### src/include/gsbt_pkg.sv
// Purpose: shared constants of the gated 16-bit timer
// Assumes: 8-bit register port, one core clock
// Notes:   offsets are word indexes on the plain register port
package gsbt_pkg;
	// ****************************************
	// widths and offsets
	// ****************************************
	localparam int unsigned ADDR_W     = 3;
	localparam int unsigned DATA_W     = 8;
	localparam logic [2:0] OFS_CTRL     = 3'h0;
	localparam logic [2:0] OFS_GATE     = 3'h1;
	localparam logic [2:0] OFS_CNT_LO   = 3'h2;
	localparam logic [2:0] OFS_CNT_HI   = 3'h3;
	localparam logic [2:0] OFS_STATUS   = 3'h4;
	localparam logic [2:0] OFS_MASK     = 3'h5;
	localparam logic [2:0] OFS_IRQ_CTRL = 3'h6;
	// ****************************************
	// field positions
	// ****************************************
	localparam int unsigned CTRL_RUN    = 0;
	localparam int unsigned CTRL_BYPASS = 2;
	localparam int unsigned CTRL_PS_LSB = 4;
	localparam int unsigned CTRL_CS_LSB = 6;
	localparam int unsigned GATE_ON     = 7;
	localparam int unsigned GATE_POL    = 6;
	localparam int unsigned GATE_TOGGLE = 5;
	localparam int unsigned GATE_SPM    = 4;
	localparam int unsigned GATE_ARMED  = 3;
	localparam int unsigned GATE_LEVEL  = 2;
	localparam int unsigned ST_OVF      = 0;
	localparam int unsigned ST_GATE     = 1;
	localparam int unsigned IC_PERIPH   = 0;
	localparam int unsigned IC_GLOBAL   = 1;
	// ****************************************
	// reset values, masks and codes
	// ****************************************
	localparam logic [7:0]  CTRL_RESET   = 8'h00;
	localparam logic [7:0]  CTRL_RW_MASK = 8'hf5;
	localparam logic [7:0]  GATE_RESET   = 8'h00;
	localparam logic [7:0]  GATE_RW_MASK = 8'hf0;
	localparam logic [15:0] CNT_RESET    = 16'h0000;
	localparam logic [15:0] CNT_MAX      = 16'hffff;
	localparam logic [1:0]  FLAG_RESET   = 2'h0;
	localparam logic [1:0]  CS_SYS_DIV4  = 2'h0;
	localparam logic [1:0]  CS_SYS       = 2'h1;
	localparam logic [1:0]  CS_EXT_PIN   = 2'h2;
	localparam logic [1:0]  CS_LF_OSC    = 2'h3;
	localparam logic [1:0]  PHASE_LAST   = 2'h3;
	localparam int unsigned CLK_PERIOD_NS = 25;
	localparam int unsigned SYS_DIV       = 4;
endpackage

### src/rtl/gsbt_sync.sv
// Purpose: three-stage input synchroniser with agreement filter
// Assumes: input asynchronous to core_clk
// Notes:   output changes once stages two and three agree
`timescale 1ns/1ps
module gsbt_sync (
	input  wire logic core_clk,
	input  wire logic rst_b,
	input  wire logic pin_in,
	output logic      level
);
	logic stage1;
	logic stage2;
	logic stage3;

	always_ff @(posedge core_clk or negedge rst_b) begin
		if (!rst_b) begin
			stage1 <= 1'b0;
			stage2 <= 1'b0;
			stage3 <= 1'b0;
			level  <= 1'b0;
		end else begin
			stage1 <= pin_in;
			stage2 <= stage1;
			stage3 <= stage2;
			if (stage2 == stage3) begin
				level <= stage3;
			end
		end
	end
endmodule

### src/rtl/gsbt_prescale.sv
// Purpose: divide a tick stream by 1, 2, 4 or 8
// Assumes: tick_in is one cycle long
// Notes:   clear restarts the division
`timescale 1ns/1ps
module gsbt_prescale #(
	parameter int unsigned PS_W = 3
) (
	input  wire logic       core_clk,
	input  wire logic       rst_b,
	input  wire logic       clear,
	input  wire logic       tick_in,
	input  wire logic [1:0] ratio_sel,
	output logic            tick_out
);
	logic [PS_W-1:0] count;
	logic [PS_W-1:0] ratio_mask;

	function automatic logic [PS_W-1:0] mask_of(input logic [1:0] sel);
		mask_of = PS_W'((4'h1 << sel) - 4'h1);
	endfunction

	assign ratio_mask = mask_of(ratio_sel);
	assign tick_out   = tick_in && ((count & ratio_mask) == ratio_mask);

	always_ff @(posedge core_clk or negedge rst_b) begin
		if (!rst_b) begin
			count <= '0;
		end else if (clear) begin
			count <= '0;
		end else if (tick_in) begin
			count <= count + PS_W'(1);
		end
	end
endmodule

### src/rtl/gsbt_timer.sv
// Purpose: gated 16-bit timer with overflow and gate event interrupts
// Assumes: register port on core_clk; pins pass three-stage synchronisers
// Notes:   in sleep only the unsynchronised external pin source counts
`timescale 1ns/1ps
module gsbt_timer (
	input  wire logic                         core_clk,
	input  wire logic                         rst_b,
	input  wire logic [gsbt_pkg::ADDR_W-1:0]  reg_addr,
	input  wire logic [gsbt_pkg::DATA_W-1:0]  reg_wr_data,
	input  wire logic                         reg_wr,
	input  wire logic                         reg_rd,
	output logic      [gsbt_pkg::DATA_W-1:0]  reg_rd_data,
	input  wire logic                         external_clock_pin,
	input  wire logic                         low_freq_internal_osc,
	input  wire logic                         gate_pin,
	input  wire logic                         sleep_mode,
	output logic                              irq,
	output logic                              wake,
	output logic                              ext_osc_enable
);
	// ****************************************
	// state
	// ****************************************
	logic [7:0]  timer_control_register;
	logic [7:0]  gate_control;
	logic [15:0] count;
	logic        overflow_flag;
	logic        gate_event_flag;
	logic        overflow_irq_enable;
	logic        gate_event_irq_enable;
	logic        peripheral_irq_enable;
	logic        global_irq_enable;
	logic        gate_level;
	logic        gate_src_prev;
	logic        toggle_ff;
	logic        ext_prev;
	logic        lf_prev;
	logic        ext_pending;
	logic [1:0]  phase;
	logic [7:0]  next_rd_data;

	// ****************************************
	// field views and decode
	// ****************************************
	wire logic       timer_run           = timer_control_register[gsbt_pkg::CTRL_RUN];
	wire logic       sync_bypass         = timer_control_register[gsbt_pkg::CTRL_BYPASS];
	wire logic [1:0] prescale_select     = timer_control_register[gsbt_pkg::CTRL_PS_LSB +: 2];
	wire logic [1:0] clock_source_select = timer_control_register[gsbt_pkg::CTRL_CS_LSB +: 2];
	wire logic       gating_on           = gate_control[gsbt_pkg::GATE_ON];
	wire logic       gate_polarity       = gate_control[gsbt_pkg::GATE_POL];
	wire logic       toggle_gate_mode    = gate_control[gsbt_pkg::GATE_TOGGLE];
	wire logic       single_pulse_mode   = gate_control[gsbt_pkg::GATE_SPM];
	wire logic       pulse_acquire_armed = gate_control[gsbt_pkg::GATE_ARMED];

	wire logic       wr_ctrl             = reg_wr && (reg_addr == gsbt_pkg::OFS_CTRL);
	wire logic       wr_gate             = reg_wr && (reg_addr == gsbt_pkg::OFS_GATE);
	wire logic       wr_lo               = reg_wr && (reg_addr == gsbt_pkg::OFS_CNT_LO);
	wire logic       wr_hi               = reg_wr && (reg_addr == gsbt_pkg::OFS_CNT_HI);
	wire logic       wr_status           = reg_wr && (reg_addr == gsbt_pkg::OFS_STATUS);
	wire logic       wr_mask             = reg_wr && (reg_addr == gsbt_pkg::OFS_MASK);
	wire logic       wr_irq_ctrl         = reg_wr && (reg_addr == gsbt_pkg::OFS_IRQ_CTRL);
	wire logic       sw_arm              = wr_gate && reg_wr_data[gsbt_pkg::GATE_ARMED];

	// ****************************************
	// pin synchronisers
	// ****************************************
	logic ext_level;
	logic lf_level;
	logic gate_in;

	gsbt_sync u_sync_ext (
		.core_clk (core_clk),
		.rst_b    (rst_b),
		.pin_in   (external_clock_pin),
		.level    (ext_level)
	);
	gsbt_sync u_sync_lf (
		.core_clk (core_clk),
		.rst_b    (rst_b),
		.pin_in   (low_freq_internal_osc),
		.level    (lf_level)
	);
	gsbt_sync u_sync_gate (
		.core_clk (core_clk),
		.rst_b    (rst_b),
		.pin_in   (gate_pin),
		.level    (gate_in)
	);

	// ****************************************
	// gate path
	// ****************************************
	wire logic gate_src   = gate_polarity ? gate_in : !gate_in;
	wire logic gate_value = toggle_gate_mode ? toggle_ff : gate_src;
	wire logic gate_fall  = gate_level && !gate_value;
	wire logic gate_open  = !single_pulse_mode || pulse_acquire_armed;

	always_ff @(posedge core_clk or negedge rst_b) begin
		if (!rst_b) begin
			gate_level    <= 1'b0;
			gate_src_prev <= 1'b0;
			toggle_ff     <= 1'b0;
		end else begin
			gate_level    <= gate_value;
			gate_src_prev <= gate_src;
			if (!timer_run || !toggle_gate_mode) begin
				toggle_ff <= 1'b0;
			end else if (gate_src && !gate_src_prev) begin
				toggle_ff <= !toggle_ff;
			end
		end
	end

	// ****************************************
	// clock source and tick selection
	// ****************************************
	logic      inc;

	wire logic ext_rise  = ext_level && !ext_prev;
	wire logic lf_rise   = lf_level && !lf_prev;
	wire logic phase_end = (phase == gsbt_pkg::PHASE_LAST);
	// bypass counts at once; otherwise the edge waits for the instruction phase
	wire logic ext_tick  = sync_bypass ? ext_rise :
		((ext_pending || ext_rise) && phase_end);
	wire logic src_tick  = sleep_mode ?
		((clock_source_select == gsbt_pkg::CS_EXT_PIN) && sync_bypass && ext_rise) :
		(clock_source_select == gsbt_pkg::CS_LF_OSC)  ? lf_rise :
		(clock_source_select == gsbt_pkg::CS_EXT_PIN) ? ext_tick :
		(clock_source_select == gsbt_pkg::CS_SYS)     ? 1'b1 :
		phase_end;
	wire logic count_en  = timer_run && (!gating_on || (gate_level && gate_open));
	wire logic pre_clear = wr_lo || wr_hi || !timer_run;

	gsbt_prescale #(
		.PS_W (3)
	) u_prescale (
		.core_clk  (core_clk),
		.rst_b     (rst_b),
		.clear     (pre_clear),
		.tick_in   (src_tick && count_en),
		.ratio_sel (prescale_select),
		.tick_out  (inc)
	);

	always_ff @(posedge core_clk or negedge rst_b) begin
		if (!rst_b) begin
			ext_prev    <= 1'b0;
			lf_prev     <= 1'b0;
			ext_pending <= 1'b0;
			phase       <= 2'h0;
		end else begin
			ext_prev    <= ext_level;
			lf_prev     <= lf_level;
			phase       <= phase + 2'h1;
			ext_pending <= !sync_bypass && !phase_end && (ext_pending || ext_rise);
		end
	end

	// ****************************************
	// counter and flags
	// ****************************************
	wire logic ovf_evt = inc && (count == gsbt_pkg::CNT_MAX) && !wr_lo && !wr_hi;

	always_ff @(posedge core_clk or negedge rst_b) begin
		if (!rst_b) begin
			count <= gsbt_pkg::CNT_RESET;
		end else if (wr_lo) begin
			count[7:0] <= reg_wr_data;
		end else if (wr_hi) begin
			count[15:8] <= reg_wr_data;
		end else if (inc) begin
			count <= count + 16'h0001;
		end
	end

	always_ff @(posedge core_clk or negedge rst_b) begin
		if (!rst_b) begin
			overflow_flag   <= 1'b0;
			gate_event_flag <= 1'b0;
		end else begin
			// set wins over a write-one clear
			overflow_flag   <= ovf_evt ||
				(overflow_flag && !(wr_status && reg_wr_data[gsbt_pkg::ST_OVF]));
			gate_event_flag <= gate_fall ||
				(gate_event_flag && !(wr_status && reg_wr_data[gsbt_pkg::ST_GATE]));
		end
	end

	// ****************************************
	// control registers
	// ****************************************
	wire logic [7:0] gate_sw = (gate_control & ~gsbt_pkg::GATE_RW_MASK) |
		(reg_wr_data & gsbt_pkg::GATE_RW_MASK);

	always_ff @(posedge core_clk or negedge rst_b) begin
		if (!rst_b) begin
			timer_control_register <= gsbt_pkg::CTRL_RESET;
			gate_control           <= gsbt_pkg::GATE_RESET;
			overflow_irq_enable    <= 1'b0;
			gate_event_irq_enable  <= 1'b0;
			peripheral_irq_enable  <= 1'b0;
			global_irq_enable      <= 1'b0;
		end else begin
			if (wr_ctrl) begin
				timer_control_register <= reg_wr_data & gsbt_pkg::CTRL_RW_MASK;
			end
			if (wr_gate) begin
				gate_control <= gate_sw;
				gate_control[gsbt_pkg::GATE_ARMED] <= sw_arm;
			end else if (gate_fall && single_pulse_mode) begin
				gate_control[gsbt_pkg::GATE_ARMED] <= 1'b0;
			end
			if (wr_mask) begin
				overflow_irq_enable   <= reg_wr_data[gsbt_pkg::ST_OVF];
				gate_event_irq_enable <= reg_wr_data[gsbt_pkg::ST_GATE];
			end
			if (wr_irq_ctrl) begin
				peripheral_irq_enable <= reg_wr_data[gsbt_pkg::IC_PERIPH];
				global_irq_enable     <= reg_wr_data[gsbt_pkg::IC_GLOBAL];
			end
		end
	end

	// ****************************************
	// interrupt, wake and oscillator
	// ****************************************
	wire logic ovf_req  = overflow_flag && overflow_irq_enable && timer_run;
	wire logic gate_req = gate_event_flag && gate_event_irq_enable;
	assign irq      = global_irq_enable && peripheral_irq_enable && (ovf_req || gate_req);
	assign wake     = sleep_mode && peripheral_irq_enable && ovf_req;
	assign ext_osc_enable = timer_run && (clock_source_select == gsbt_pkg::CS_EXT_PIN);

	// ****************************************
	// read port
	// ****************************************
	assign next_rd_data =
		(reg_addr == gsbt_pkg::OFS_CTRL)   ? timer_control_register :
		(reg_addr == gsbt_pkg::OFS_GATE)   ? {gate_control[7:3], gate_level, 2'h0} :
		(reg_addr == gsbt_pkg::OFS_CNT_LO) ? count[7:0] :
		(reg_addr == gsbt_pkg::OFS_CNT_HI) ? count[15:8] :
		(reg_addr == gsbt_pkg::OFS_STATUS) ? {6'h00, gate_event_flag, overflow_flag} :
		(reg_addr == gsbt_pkg::OFS_MASK)   ? {6'h00, gate_event_irq_enable, overflow_irq_enable} :
		(reg_addr == gsbt_pkg::OFS_IRQ_CTRL) ? {6'h00, global_irq_enable, peripheral_irq_enable} :
		8'h00;

	always_ff @(posedge core_clk or negedge rst_b) begin
		if (!rst_b) begin
			reg_rd_data <= 8'h00;
		end else begin
			reg_rd_data <= reg_rd ? next_rd_data : 8'h00;
		end
	end

	// ****************************************
	// assertions
	// ****************************************
	property p_gate_fall_sets;
		@(posedge core_clk) disable iff (!rst_b)
		$fell(gate_level) |-> gate_event_flag;
	endproperty
	a_gate_fall_sets: assert property (p_gate_fall_sets) else $error("gate fall missed flag");

	property p_gate_irq_cause;
		@(posedge core_clk) disable iff (!rst_b)
		(irq && !ovf_req) |-> (gate_event_flag && gate_event_irq_enable);
	endproperty
	a_gate_irq_cause: assert property (p_gate_irq_cause) else $error("gate irq without cause");

	property p_gate_flag_ungated;
		@(posedge core_clk) disable iff (!rst_b)
		(!gating_on && gate_level && !gate_value) |=> gate_event_flag;
	endproperty
	a_gate_flag_ungated: assert property (p_gate_flag_ungated) else $error("flag idle ungated");

	property p_wrap;
		@(posedge core_clk) disable iff (!rst_b)
		(inc && count == 16'hffff && !reg_wr) |=> (count == 16'h0000 && overflow_flag);
	endproperty
	a_wrap: assert property (p_wrap) else $error("counter wrap wrong");

	property p_ovf_irq_cause;
		@(posedge core_clk) disable iff (!rst_b)
		(irq && !gate_req) |->
			(timer_run && overflow_irq_enable && peripheral_irq_enable && global_irq_enable);
	endproperty
	a_ovf_irq_cause: assert property (p_ovf_irq_cause) else $error("overflow irq ungated");

	property p_sleep_hold;
		@(posedge core_clk) disable iff (!rst_b)
		(sleep_mode && !(clock_source_select == 2'h2 && sync_bypass) && !reg_wr)
			|=> $stable(count);
	endproperty
	a_sleep_hold: assert property (p_sleep_hold) else $error("count moved in sleep");

	property p_sleep_wake;
		@(posedge core_clk) disable iff (!rst_b)
		(sleep_mode && overflow_flag && overflow_irq_enable && timer_run && peripheral_irq_enable)
			|-> wake;
	endproperty
	a_sleep_wake: assert property (p_sleep_wake) else $error("no wake on overflow");

	property p_pulse_done;
		@(posedge core_clk) disable iff (!rst_b)
		(single_pulse_mode && pulse_acquire_armed && gate_fall && !wr_gate)
			|=> (!pulse_acquire_armed && gate_event_flag);
	endproperty
	a_pulse_done: assert property (p_pulse_done) else $error("armed bit not cleared");

	property p_stop_clears_toggle;
		@(posedge core_clk) disable iff (!rst_b)
		!timer_run |=> (!toggle_ff && $stable(count)) or $past(reg_wr);
	endproperty
	a_stop_clears_toggle: assert property (p_stop_clears_toggle) else $error("stopped timer moved");

	property p_ctrl_reserved;
		@(posedge core_clk) disable iff (!rst_b)
		(reg_rd && reg_addr == 3'h0) |=> (reg_rd_data[3] == 1'b0 && reg_rd_data[1] == 1'b0);
	endproperty
	a_ctrl_reserved: assert property (p_ctrl_reserved) else $error("reserved bit set");
endmodule

### config.mk
export PLATFORM = sky130hd
export DESIGN_NAME = gsbt_timer
export DESIGN_NICKNAME = d
export VERILOG_FILES = /design/src/include/gsbt_pkg.sv /design/src/rtl/gsbt_sync.sv /design/src/rtl/gsbt_prescale.sv /design/src/rtl/gsbt_timer.sv
export SDC_FILE = /design/constraint.sdc
export NUM_CORES = 1
export LEC_CHECK = 0
export BUFFER_PORTS_ARGS = -buffer_cell sky130_fd_sc_hd__buf_2
export CORE_MARGIN = 10
export CORE_UTILIZATION = 50
export DETAILED_ROUTE_END_ITERATION = 10
export PLACE_DENSITY = 0.73
export SYNTH_ARGS = -nofsm -noshare
export SYNTH_HDL_FRONTEND = slang
export SYNTH_SLANG_ARGS = --single-unit
### constraint.sdc
create_clock -name core_clk -period 2.9 [get_ports core_clk]
set_input_delay 0.435 -clock core_clk [delete_from_list [all_inputs] [get_ports core_clk]]
set_output_delay 0.435 -clock core_clk [all_outputs]
set_load 0.05 [all_outputs]
==> flow_summary.yaml <==
outcome:
  status: "complete, no violations"
routing:
  finalWirelength_um: 6720
  drc: 0
  antenna_left: 0
  first_iter_violations: 111
  viasPerCell: 5.61
  num_vias: 2261
  wl_per_cell_um: 16.7
  first_pass_iters: 4
power:
  p_total_mw: 2.24
  power_frac_seq: 0.521
  power_frac_clock: 0.288
  p_switching_uw: 716
  p_int_mw: 1.53
  p_per_area_nw_per_um2: 660
  p_leak_nw: 1.47
  ir_drop_mv: 0.312
  combPwrFrac: 0.191
  switching_share: 0.319
sta:
  clock_skew_ns: 0.00704
  setup_viol: 0
  fin_crit_sh: 0.810
  fin_tns_setup_ns: 0
  relSlewSlack: 0.464
  worst_slack_ns: 0.550
  grt_setup_unrepaired: "false"
  hold_violations: 0
  slew_viol_final: 0
  max_freq_mhz: 426
  fin_crit_ns: 2.35
  tightest_slew_ns: 0.802
floorplanning:
  die_h_um: 97.7
  core_sq_um: 5890
  dieArea_sq_um: 9550
  rows: 28
  io_pins: 30
  initial_core_util: 0.513
  die_x_um: 97.7
global_routing:
  overflow: 0
  grt_pass1_vias: 2184
  track_usage: 0.143
  grt_pass1_wl_um: 11000
  grt_max_degree: 65
  antenna_found_initial: 0
setup_path:
  reg2reg_from: "timer_control_register[6]$_DFFE_PN0P_"
  path_buf_inv: 0
  worstSetupPathType: "reg2reg"
  slowest_stage: "or4_1"
  setup.worst_path.start_class: "register"
  r2r-end: "count[15]$_DFFE_PN0P_"
  r2r_slack_ns: 0.55
  crit_chain: "nand2b_4 > o31ai_2 > o211ai_2 > or2_1 > or4_1 > a31oi_1"
  critPathTopFamily: "simple AND/OR/NAND/NOR gates"
  reg2reg_depth: 6
  slowest_delay_ns: 0.50
  cp_data_required_time_ns: 3.16
  crit_path_max_fanout: 19
  worstPathArrival_ns: 2.61
  end_kind: "register"
yosys:
  avgSynthCellArea_sq_um: 10.3
  ys_ff_latch: 64
  synth_cell_types: 45
  synth_edf_count: 0
  synth_most_common_cell: "dfrtp_1"
  async_flop_share: 1.00
  netlist_area_sq_um: 3020
  ys_seq_area_frac: 0.530
  syn_inst: 293
  synth-main-ff-cell: "dfrtp_1"
  synth_nets: 315
  synth_common_cells: "dfrtp_1, nand2_1, o21ai_0"
  yosysTopAreaCell: "dfrtp_1"
  yosysTopAreaCellShare: 0.530
  yosys_warnings: 0
  synth_area_leaders: "dfrtp_1, nand2_1, o21ai_0, xnor2_1, mux2_2"
clocking:
  cts_made_buffers: 9
  clkLatencyLatePin_ns: 0.34
  cts_root_buf: "clkbuf_8"
  post_cts_resized: 0
  clockBufferDepth: 2
  cts_tree: "built"
  clock_sinks: 64
  post-cts-setup-buffer-count: 0
  h-tree-depth: 3
  hold_buffers: 0
  clkTransAtPathRegs_ns: 0.07
placement:
  placed_cells: 389
  dp_hpwl_um: 4850
  place_congestion: 0.868
  postPlaceCellArea_sq_um: 3240
  place_ws_ns: 0.575
  io_buffers: 29
worst_hold_path:
  hold_start: "external_clock_pin"
  hold_end: "u_sync_ext.stage1$_DFF_PN0_"
  holdPathStages: 1
  hp-class: "in2reg"
final_layout:
  stdcell_count: 403
  nFillCells: 527
  final_area_sq_um: 3400
  area_growth_pct: 12.6
  nets: 347
  drive_above_1_share: 0.192
  antenna_cells: 0
run:
  max-cap-violations: 0
## how the worst max path moves through the flow
stage	start	to	slack [ns]	depth (start not counted)
final	timer_control_register[6]$_DFFE_PN0P_	count[15]$_DFFE_PN0P_	0.55	6
after detailed placement	timer_control_register[6]$_DFFE_PN0P_	count[15]$_DFFE_PN0P_	0.58	6
after floorplan	timer_control_register[6]$_DFFE_PN0P_	count[15]$_DFFE_PN0P_	0.94	6
after global routing	timer_control_register[6]$_DFFE_PN0P_	count[15]$_DFFE_PN0P_	0.39	6
after global placement	timer_control_register[6]$_DFFE_PN0P_	count[15]$_DFFE_PN0P_	0.65	6
after CTS	timer_control_register[6]$_DFFE_PN0P_	count[15]$_DFFE_PN0P_	0.55	6
## registers in the layout, indices dropped and copies added (netlist names), 2 cells and up
| name | count |
|---|---|
| timer_control_register | 6 |
| gate_control | 5 |
| u_prescale.count | 3 |
| reg_rd_data | 8 |
| phase | 2 |
| count | 16 |
## per-stage QoR
step	hold slack [ns]	util
detailed placement	0.336	0.550
CTS	0.188	0.578
global placement	0.335	0.550
floorplan	0.139	-
global route	0.191	0.578
finish	0.205	0.578
## area by class of cell
cell class | count | area (sq um) | share of cell area
flip-flops and latches | 64 | 1600 | 0.471
multi-input cells | 203 | 1320 | 0.387
repair buffers | 33 | 175 | 0.0515
clock buffers | 10 | 138 | 0.0405
well taps | 75 | 93.8 | 0.0276
inverters | 14 | 52.6 | 0.0155
clock inverters | 4 | 22.5 | 0.00662
## power by group through the flow
stage | logic [mW] | registers [mW] | clock network [mW]
finish | 0.428 | 1.17 | 0.647
global route | 0.480 | 1.19 | 0.694
CTS | 0.430 | 1.17 | 0.664
detailed placement | 0.429 | 1.18 | 0
global placement | 0.418 | 1.17 | 0
floorplan | 0.294 | 1.17 | 0
## layer usage
layer  global-route usage  vias up  share of wire
met1                0.181     1105           0.46
met4               0.0738        0          0.013
met3               0.0370        8          0.049
met5                    0        -              0
met2                0.219       63           0.47
li1                     -     1085              -
## cell families (layout without fill, tap and decap cells)
group,count (synthesis),after routing,share of synthesized area
AND/OR/NAND/NOR,106,106,0.172
flip-flops,64,64,0.530
AO/OA/AOI/OAI,53,53,0.111
buffers and inverters,26,61,0.0336
multiplexers,21,21,0.0821
XOR/XNOR,17,17,0.0493
adder cells (fa/ha/maj),6,6,0.0224
## layout by cell type, fill, tap and decap left out, drive strengths merged, types with 2 or more instances in the layout
master  instances
nand4b          2
or3             3
nor2b           4
mux4            2
maj3            3
nor3b           2
nor2           19
and3            3
o21ai          29
nand3           8
nor3            6
nand2          39
xnor2          14
o31ai           2
clkbuf         10
dfrtp          64
mux2           10
ha              3
o211ai          3
xor2            3
inv            14
mux2i           9
a211oi          7
buf            33
nand2b          7
nor4            9
a21oi           4
clkinv          3
## worst reg2reg max path: cells and delay by family, from the launching register on
| family | cells | cell delay (ns) |
|---|---|---|
| and+or+nand+nor | 3 | 1.05 |
| AOI/OAI and AO/OA | 3 | 0.79 |
| DFF | 1 | 0.43 |
Note: power is estimated with default switching activity, not from simulation.
